File: src/verilog/vme_ctrl_status_pkg.sv
// What this block does
// - Every status bit reads one when its signal or condition is asserted.
// - Writes to read-only bits leave all device state unchanged.
// - Watchdog restart: writing one over a zero restarts watchdog; else nothing.
// - Tick clear bit reads zero; writing zero clears tick output high.
// - Timeout flag set by timeout, reset zero, write zero clears it.
// - Read-only bit shows live asserted state of the isolation line.
// - Four read-only bits show live state of level-7 interrupt pins.
// - Writable bit shows whether the device is system controller.
// - Read-only isolation mode indicator, reads one after reset.
// - Power-up indicator reads one only after a power-up reset.
// - Read-only bit reads one once slot identification has completed.
// - Grant status bits read one when pin high and system controller.
// - Software reset bit resets zero; writing one starts system reset.
// - Line assert bit resets zero; one drives the isolation line asserted.
// - Self-isolation bit resets zero; one puts device in isolation mode.
// - Two-bit tick length code, reset three, selects one of four tick periods.
// - Timeout enable resets one; zero disables local timeout detection.
// - Slot-ID step: writing one over a zero increments counter once.
// - Line config resets one; one selects isolation use, zero interrupt.
`default_nettype none

package vme_ctrl_status_pkg;

  // Register indices; byte address is four times the index
  localparam logic [3:0] IDX_GENERAL_STATUS_ZERO = 4'h0;
  localparam logic [3:0] IDX_GENERAL_STATUS_ONE  = 4'h1;
  localparam logic [3:0] IDX_GENERAL_CONTROL     = 4'h2;

  // Bit positions shared by the status registers
  localparam int unsigned BIT_WATCHDOG_RESTART   = 7;
  localparam int unsigned BIT_TICK_OUTPUT_CLEAR  = 6;
  localparam int unsigned BIT_LOCAL_TIMEOUT_FLAG = 5;
  localparam int unsigned BIT_SYSTEM_CONTROLLER  = 5;

  localparam logic [7:0] GENERAL_CONTROL_RESET = 8'h1D;

  // Arbitrary neutral value for the revision indicator bit
  localparam logic REVISION_INDICATOR = 1'b1;

  // Tick periods as printed, then cycles at the pclk rate
  localparam int unsigned CLK_PERIOD_NS  = 50;
  localparam int unsigned TICK_NORM0_US  = 5000;
  localparam int unsigned TICK_NORM1_US  = 10000;
  localparam int unsigned TICK_NORM2_US  = 50000;
  localparam int unsigned TICK_NORM3_US  = 100000;
  localparam int unsigned TICK_FAST0_US  = 200;
  localparam int unsigned TICK_FAST1_US  = 400;
  localparam int unsigned TICK_FAST2_US  = 2000;
  localparam int unsigned TICK_FAST3_US  = 4000;
  localparam int unsigned TICK_NORM0_CYC = TICK_NORM0_US * 1000 / CLK_PERIOD_NS;
  localparam int unsigned TICK_NORM1_CYC = TICK_NORM1_US * 1000 / CLK_PERIOD_NS;
  localparam int unsigned TICK_NORM2_CYC = TICK_NORM2_US * 1000 / CLK_PERIOD_NS;
  localparam int unsigned TICK_NORM3_CYC = TICK_NORM3_US * 1000 / CLK_PERIOD_NS;
  localparam int unsigned TICK_FAST0_CYC = TICK_FAST0_US * 1000 / CLK_PERIOD_NS;
  localparam int unsigned TICK_FAST1_CYC = TICK_FAST1_US * 1000 / CLK_PERIOD_NS;
  localparam int unsigned TICK_FAST2_CYC = TICK_FAST2_US * 1000 / CLK_PERIOD_NS;
  localparam int unsigned TICK_FAST3_CYC = TICK_FAST3_US * 1000 / CLK_PERIOD_NS;
  localparam int unsigned TICK_CNT_W     = 21;

  typedef struct packed {
    logic       software_reset;
    logic       isolation_line_assert;
    logic       self_isolation;
    logic [1:0] tick_length;
    logic       local_timeout_enable;
    logic       slot_id_step_test;
    logic       isolation_line_config;
  } general_control_t;

endpackage

`default_nettype wire

File: src/verilog/vme_ctrl_status_regs.sv
// The implementer's own choice: the APB slave port.
`default_nettype none

module vme_ctrl_status_regs #(
  parameter int unsigned TICK_NORM0_CYC = vme_ctrl_status_pkg::TICK_NORM0_CYC,
  parameter int unsigned TICK_NORM1_CYC = vme_ctrl_status_pkg::TICK_NORM1_CYC,
  parameter int unsigned TICK_NORM2_CYC = vme_ctrl_status_pkg::TICK_NORM2_CYC,
  parameter int unsigned TICK_NORM3_CYC = vme_ctrl_status_pkg::TICK_NORM3_CYC,
  parameter int unsigned TICK_FAST1_CYC = vme_ctrl_status_pkg::TICK_FAST1_CYC,
  parameter int unsigned TICK_FAST2_CYC = vme_ctrl_status_pkg::TICK_FAST2_CYC,
  parameter int unsigned TICK_FAST3_CYC = vme_ctrl_status_pkg::TICK_FAST3_CYC
) (
  input  wire logic        pclk,
  input  wire logic        presetn,
  input  wire logic        psel,
  input  wire logic        penable,
  input  wire logic        pwrite,
  input  wire logic [11:0] paddr,
  input  wire logic [31:0] pwdata,
  output var  logic        pready,
  output var  logic [31:0] prdata,
  output var  logic        pslverr,
  input  wire logic        irq1_in_n,
  input  wire logic        sysfail_in_n,
  input  wire logic        acfail_in_n,
  input  wire logic        memerr_in_n,
  input  wire logic        nonmaskable_in_n,
  input  wire logic        grant2_in_pin,
  input  wire logic        grant1_in_pin,
  input  wire logic        syscon_strap,
  input  wire logic        powerup_source,
  input  wire logic        slot_id_done_in,
  input  wire logic        local_timeout_event,
  input  wire logic        isolation_exit,
  input  wire logic        tick_fast_mode,
  output var  logic        irq1_out,
  output var  logic        irq1_oe,
  output var  logic        watchdog_restart_pulse,
  output var  logic        tick_clear_pulse,
  output var  logic        system_reset_pulse,
  output var  logic        slot_id_step_pulse,
  output var  logic        isolation_mode,
  output var  logic        system_controller,
  output var  logic        local_timeout_enable,
  output var  logic        isolation_line_config,
  output var  logic [vme_ctrl_status_pkg::TICK_CNT_W-1:0] tick_period_cycles
);
  import vme_ctrl_status_pkg::*;

  ////////////////////////////////////////////////////////////////////////////
  // Registers

  logic                  pready_ff;
  logic [7:0]            prdata_ff;
  logic                  pslverr_ff;
  logic                  wd_ff;
  logic                  lto_ff;
  logic                  system_controller_flag_ff;
  logic                  iso_ff;
  logic                  pwr_ff;
  logic                  cap_done_ff;
  general_control_t      ctl_ff;
  logic                  wd_pulse_ff;
  logic                  tick_clr_ff;
  logic                  software_reset_pulse_ff;
  logic                  step_pulse_ff;
  logic                  irq1_out_ff;
  logic [TICK_CNT_W-1:0] tick_ff;

  ////////////////////////////////////////////////////////////////////////////
  // Address decode

  wire       setup      = psel & ~penable;
  wire       access     = psel & penable & pready_ff;
  wire [3:0] idx        = paddr[5:2];
  wire       word_ok    = (paddr[1:0] == 2'h0) & (paddr[11:6] == 6'h00);
  wire       hit_s0     = word_ok & (idx == IDX_GENERAL_STATUS_ZERO);
  wire       hit_s1     = word_ok & (idx == IDX_GENERAL_STATUS_ONE);
  wire       hit_ctl    = word_ok & (idx == IDX_GENERAL_CONTROL);
  wire       mapped     = hit_s0 | hit_s1 | hit_ctl;
  wire       wr_s0      = access & pwrite & hit_s0;
  wire       wr_s1      = access & pwrite & hit_s1;
  wire       wr_ctl     = access & pwrite & hit_ctl;

  ////////////////////////////////////////////////////////////////////////////
  // Read values

  // Interrupt pins are active low, grant pins active high; every status bit reads one when asserted
  wire line_state   = ~irq1_in_n;
  wire [3:0] lvl7_state = {~sysfail_in_n, ~acfail_in_n,
                           ~memerr_in_n, ~nonmaskable_in_n};
  wire grant2_state = grant2_in_pin & system_controller_flag_ff;
  wire grant1_state = grant1_in_pin & system_controller_flag_ff;

  // Tick clear bit has no storage and always reads zero
  wire [7:0] general_status_zero_rd = {wd_ff, 1'b0, lto_ff, line_state,
                         lvl7_state};
  wire [7:0] general_status_one_rd = {REVISION_INDICATOR, 1'b0, system_controller_flag_ff, iso_ff, pwr_ff,
                         slot_id_done_in, grant2_state,
                         grant1_state};
  wire [7:0] ctl_rd   = ctl_ff;

  wire [7:0] rd_mux   = hit_s0  ? general_status_zero_rd :
                        hit_s1  ? general_status_one_rd :
                        hit_ctl ? ctl_rd   : 8'h00;

  ////////////////////////////////////////////////////////////////////////////
  // Next-state terms

  // Restart only on a zero-to-one write of the stored bit
  wire wd_fire   = wr_s0 & pwdata[BIT_WATCHDOG_RESTART] & ~wd_ff;
  wire nxt_wd    = wr_s0 ? pwdata[BIT_WATCHDOG_RESTART] : wd_ff;
  wire tick_fire = wr_s0 & ~pwdata[BIT_TICK_OUTPUT_CLEAR];

  // Set wins over a clearing write in the same cycle
  wire lto_set   = local_timeout_event &
                   ctl_ff.local_timeout_enable;
  wire lto_clr   = wr_s0 & ~pwdata[BIT_LOCAL_TIMEOUT_FLAG];
  wire nxt_lto   = lto_set | (lto_ff & ~lto_clr);

  // Status one: only the controller bit is writable
  wire nxt_system_controller_flag  = ~cap_done_ff ? syscon_strap :
                   wr_s1 ? pwdata[BIT_SYSTEM_CONTROLLER] : system_controller_flag_ff;
  wire nxt_pwr   = ~cap_done_ff ? powerup_source : pwr_ff;

  // Isolation held while self or line forces it, else until released
  wire iso_force = ctl_ff.self_isolation |
                   (ctl_ff.isolation_line_config & line_state);
  wire nxt_iso   = iso_force | (iso_ff & ~isolation_exit);

  wire software_reset_fire = wr_ctl & pwdata[7];
  wire step_fire  = wr_ctl & pwdata[1] & ~ctl_ff.slot_id_step_test;
  wire general_control_t nxt_ctl = wr_ctl ? general_control_t'(pwdata[7:0])
                                          : ctl_ff;

  // Tick period select, fast table chosen by the mode input
  wire [2:0] tick_sel = {tick_fast_mode, ctl_ff.tick_length};
  logic [TICK_CNT_W-1:0] nxt_tick;
  always_comb begin
    case (tick_sel)
      3'h0:    nxt_tick = TICK_CNT_W'(TICK_NORM0_CYC);
      3'h1:    nxt_tick = TICK_CNT_W'(TICK_NORM1_CYC);
      3'h2:    nxt_tick = TICK_CNT_W'(TICK_NORM2_CYC);
      3'h3:    nxt_tick = TICK_CNT_W'(TICK_NORM3_CYC);
      3'h4:    nxt_tick = TICK_CNT_W'(TICK_FAST0_CYC);
      3'h5:    nxt_tick = TICK_CNT_W'(TICK_FAST1_CYC);
      3'h6:    nxt_tick = TICK_CNT_W'(TICK_FAST2_CYC);
      default: nxt_tick = TICK_CNT_W'(TICK_FAST3_CYC);
    endcase
  end

  ////////////////////////////////////////////////////////////////////////////
  // Bus slave flops: read data captured in setup, one access cycle

  always_ff @(posedge pclk or negedge presetn) begin
    if (!presetn) begin
      pready_ff  <= 1'b0;
      prdata_ff  <= 8'h00;
      pslverr_ff <= 1'b0;
    end else begin
      pready_ff  <= setup;
      if (setup) begin
        prdata_ff  <= rd_mux;
        pslverr_ff <= ~mapped;
      end
    end
  end

  ////////////////////////////////////////////////////////////////////////////
  // Register state

  // Strap and power-up source caught once, just after reset release
  always_ff @(posedge pclk or negedge presetn) begin
    if (!presetn) begin
      cap_done_ff <= 1'b0;
      system_controller_flag_ff     <= 1'b0;
      pwr_ff      <= 1'b0;
    end else begin
      cap_done_ff <= 1'b1;
      system_controller_flag_ff     <= nxt_system_controller_flag;
      pwr_ff      <= nxt_pwr;
    end
  end

  always_ff @(posedge pclk or negedge presetn) begin
    if (!presetn) begin
      wd_ff  <= 1'b0;
      lto_ff <= 1'b0;
      iso_ff <= 1'b1;
      ctl_ff <= GENERAL_CONTROL_RESET;
    end else begin
      wd_ff  <= nxt_wd;
      lto_ff <= nxt_lto;
      iso_ff <= nxt_iso;
      ctl_ff <= nxt_ctl;
    end
  end

  // One-cycle strobes, line drive and tick period towards the engines outside this block
  always_ff @(posedge pclk or negedge presetn) begin
    if (!presetn) begin
      wd_pulse_ff    <= 1'b0;
      tick_clr_ff    <= 1'b0;
      software_reset_pulse_ff <= 1'b0;
      step_pulse_ff  <= 1'b0;
      irq1_out_ff    <= 1'b0;
      tick_ff        <= TICK_CNT_W'(TICK_NORM3_CYC);
    end else begin
      wd_pulse_ff    <= wd_fire;
      tick_clr_ff    <= tick_fire;
      software_reset_pulse_ff <= software_reset_fire;
      step_pulse_ff  <= step_fire;
      irq1_out_ff    <= 1'b0;
      tick_ff        <= nxt_tick;
    end
  end

  ////////////////////////////////////////////////////////////////////////////
  // Outputs

  assign pready                 = pready_ff;
  assign prdata                 = {24'h000000, prdata_ff};
  assign pslverr                = pslverr_ff;
  // Open-drain line: only ever pulled low, enable follows the assert bit
  assign irq1_out               = irq1_out_ff;
  assign irq1_oe                = ctl_ff.isolation_line_assert;
  assign watchdog_restart_pulse = wd_pulse_ff;
  assign tick_clear_pulse       = tick_clr_ff;
  assign system_reset_pulse     = software_reset_pulse_ff;
  assign slot_id_step_pulse     = step_pulse_ff;
  assign isolation_mode         = iso_ff;
  assign system_controller      = system_controller_flag_ff;
  assign local_timeout_enable   = ctl_ff.local_timeout_enable;
  assign isolation_line_config  = ctl_ff.isolation_line_config;
  assign tick_period_cycles     = tick_ff;

  wire rd_s0_setup = setup & ~pwrite & hit_s0;
  wire rd_s1_setup = setup & ~pwrite & hit_s1;
endmodule

`default_nettype wire

File: config.mk
export PLATFORM = sky130hd
export DESIGN_NAME = vme_ctrl_status_regs
export DESIGN_NICKNAME = d
export VERILOG_FILES = /design/src/verilog/vme_ctrl_status_pkg.sv /design/src/verilog/vme_ctrl_status_regs.sv
export SDC_FILE = /design/constraint.sdc
export NUM_CORES = 1
export LEC_CHECK = 0
export BUFFER_PORTS_ARGS = -buffer_cell sky130_fd_sc_hd__buf_2
export CAP_MARGIN = 20
export CORE_MARGIN = 2
export CORE_UTILIZATION = 35
export CTS_CLUSTER_DIAMETER = 50
export DETAILED_ROUTE_END_ITERATION = 6
export PLACE_DENSITY_LB_ADDON = 0.08
export RECOVER_POWER = 25
export SYNTH_ARGS = -nofsm -noshare
export SYNTH_HDL_FRONTEND = slang
export SYNTH_SLANG_ARGS = --single-unit
File: constraint.sdc
create_clock -name pclk -period 1.65 [get_ports pclk]
set_input_delay 0.2475 -clock pclk [delete_from_list [all_inputs] [get_ports pclk]]
set_output_delay 0.2475 -clock pclk [all_outputs]
set_load 0.03 [all_outputs]
==> metrics.cfg <==
[critical_path]
critical_path.max_stage_delay_ns = 0.58
cp_slowest_cell = or4_4
path_cells = buf_6 > or4_4 > or4_4 > or4_4 > mux2_4
startpoint_type = input port
endpoint_kind = flip-flop
worstPathRequired_ns = 1.83
ff2ff_path_depth = 3
cpMostUsedCell = or4_4
arrival_ns = 2.28
crit_type = in2reg
cp_max_fo = 5

[yosys]
synth_fa_ha_area_share_pct = 0
async_reset_ff_share_pct = 100.0
synth-edff-count = 0
yosys.area.top_type = dfrtp_1
synth_mux_area_share_pct = 8.979
synth-compound-area-share_pct = 8.487
yosysTopAreaCellShare_pct = 39.36
syn_inst = 185
ys.flop_type = dfrtp_1
synth-simple-area-share_pct = 11.99
syn_area_um2 = 2034
synth_area_leaders = dfrtp_1 39%, dfstp_2 14%, buf_4 11%
ys_seq_area_share_pct = 53.57
ys_ff_latch = 43
synth_top_family_by_area = buffers and inverters
synth_cell_type_count = 34
synth-xor-area-share_pct = 1.292
yosys_warnings = 0
avgSynthCellArea_um2 = 11.00

[worst_hold_path]
min_path_cells = 2
hold_path_class = in2reg

[detailed_routing]
drc = 0
drt_wl_total_mm = 4.658
detail_route.first_pass.iterations = 4
wl_per_cell_um = 13.70
final_antenna_net_count = 0
num_vias = 1493
drtIter0Drc = 59
viasPerCell = 4.391

[sta]
tightestPinTransition_ns = 0.7561
finalSetupTns_ns = -7.076
drv_slew = 0
maxSlewHeadroom_pct = 49.60
max_freq_mhz = 476.8
finalCriticalPeriod_ns = 2.097
setup_viol = 23
worst_hold_slack_ns = 0.1173
rsz0062_at_grt = yes
period_share_pct = 127.1
fin_worst_skew_ns = 0.004801
hold_viol_final = 0
fin_ws_ns = -0.4475

[grt]
grt_use_total_pct = 14.41
antenna_found_initial = 0
grt.overflow.total = 0
grt_first_pass_wirelength_mm = 6.982
grt_pass1_vias = 1355
grt_start_max_net_pins = 22

[cts]
clk_pin_slew_worst_paths_ns = 0.09
cts_root_buf = clkbuf_8
cts_buffers = 5
cts.sinks = 43
cts_max_path_buffers = 2
clk_latency_ns = 0.30
h-tree-depth = 2
cts_tree = yes

[final_layout]
final_layout_size_suffix_gt1_share_pct = 48.88
postLayoutCellArea_um2 = 2683
area_growth_pct = 31.86
fin_util_pct = 48.13
largest_reg_flops = 15
fin_nets = 329
insertedDiodeCount = 0

[power_and_ir_drop]
irDropWorstVdd_mv = 0.3674
leakage_nw = 1.386
power_density_nw_per_um2 = 812.6

[die]
num_rows = 27
chipWidth_um = 80.24
start_util_pct = 36.50
die_h_um = 80.24
dieArea_um2 = 6438
ioPinCount = 127
core_um2 = 5574

[placement]
dp_hpwl_mm = 3.410
place.gp.congestion = 0.7606
place_area_um2 = 2411
port_buffers = 72
dp_worst_setup_slack_ns = -0.7899

[run_status]
outcome = finished, violations left
violations = setup timing

[job]
drv_cap = 0

[cell families (layout without fill, tap and decap cells)]
family / count (synthesis) / in the layout
compound gates: 27 / 27
xor+xnor: 3 / 3
buf+inv: 50 / 103
flops: 43 / 43
mux: 14 / 14
other cells: 2 / 31
simple gates: 46 / 47
[what timing repair did]
item / CTS / global route
cloned: 1 / 0
setup buffers: 1 / 3
resized for setup: 7 / 19
setup endpoints to repair: 16 / 18
hold endpoints to repair: 9 / 0
pin swaps: 2 / 2
hold buffers: 1 / 0
[power breakdown]
part           switching, W  total [W]  internal, W
Clock              0.000378   0.000829     0.000451
Sequential       0.00000871    0.00108      0.00107
Combinational      0.000202   0.000274    0.0000728
[per-layer routing]
| layer | share of wire, % | vias to the layer above | GRT usage [%] | wire (µm) |
|---|---|---|---|---|
| met5 | 0 | - | 0 | 0 |
| met4 | 1.2 | 0 | 4.068 | 54 |
| met3 | 6.6 | 4 | 3.483 | 306 |
| met2 | 47 | 62 | 20.75 | 2171 |
| met1 | 46 | 699 | 21.40 | 2125 |
| li1 | - | 728 | - | - |
[area by class of cell]
cell class / count / area, µm²
Fill cell: 571 / 2892
Inverter: 9 / 33.78
Clock inverter: 3 / 43.79
Sequential cell: 43 / 1090
Tap cell: 72 / 90.09
Timing Repair Buffer: 86 / 489.2
Clock buffer: 5 / 68.82
Multi-Input combinational cell: 122 / 867.1
[critical path, delay by kind of cell]
| kind | cells | cell delay (ns) |
|---|---|---|
| buf+inv | 1 | 0.09 |
| mux | 1 | 0.32 |
| simple gates | 3 | 1.62 |
[stage by stage]
stage,std cells,power (W)
after floorplan,214,0.001312
after detailed placement,326,0.001361
after global routing,340,0.002273
after CTS,337,0.002199
final,340,0.002180
after global placement,326,0.001363
[synthesized netlist by cell type, drive strengths merged (2+ instances only)]
library cell	instances
inv	9
clkbuf	9
nand4	3
xnor2	2
nor2b	2
or4	5
a21oi	6
o31ai	6
nor2	13
o21ai	6
mux2	10
nor4	2
dfstp	11
mux2i	4
nand2	13
conb	2
a22oi	4
dfrtp	32
buf	32
nor3	3
[layout by cell type, fill, tap and decap left out, drive strengths merged, types with 3 or more instances in the layout]
| master | count |
|---|---|
| mux2i | 4 |
| o31ai | 6 |
| a21oi | 6 |
| nand2 | 13 |
| dfrtp | 32 |
| conb | 31 |
| clkbuf | 6 |
| nor3 | 3 |
| nor2 | 13 |
| mux2 | 10 |
| o21ai | 6 |
| dfstp | 11 |
| nand4 | 3 |
| a22oi | 4 |
| or4 | 6 |
| inv | 9 |
| buf | 84 |
[path summary, 6_finish.rpt]
kind	startpoint	to	slack, ns
setup reg to reg	pready	irq1_oe	0.10
hold / removal	irq1_in_n	isolation_mode	0.12
hold reg to reg	cap_done_ff	system_controller	0.48
min in group asynchronous	presetn	tick_period_cycles[8]	0.53
max in group asynchronous	presetn	tick_period_cycles[7]	0.16
setup / recovery	paddr[9]	irq1_oe	-0.45
Note: power is estimated with default switching activity, not from simulation.
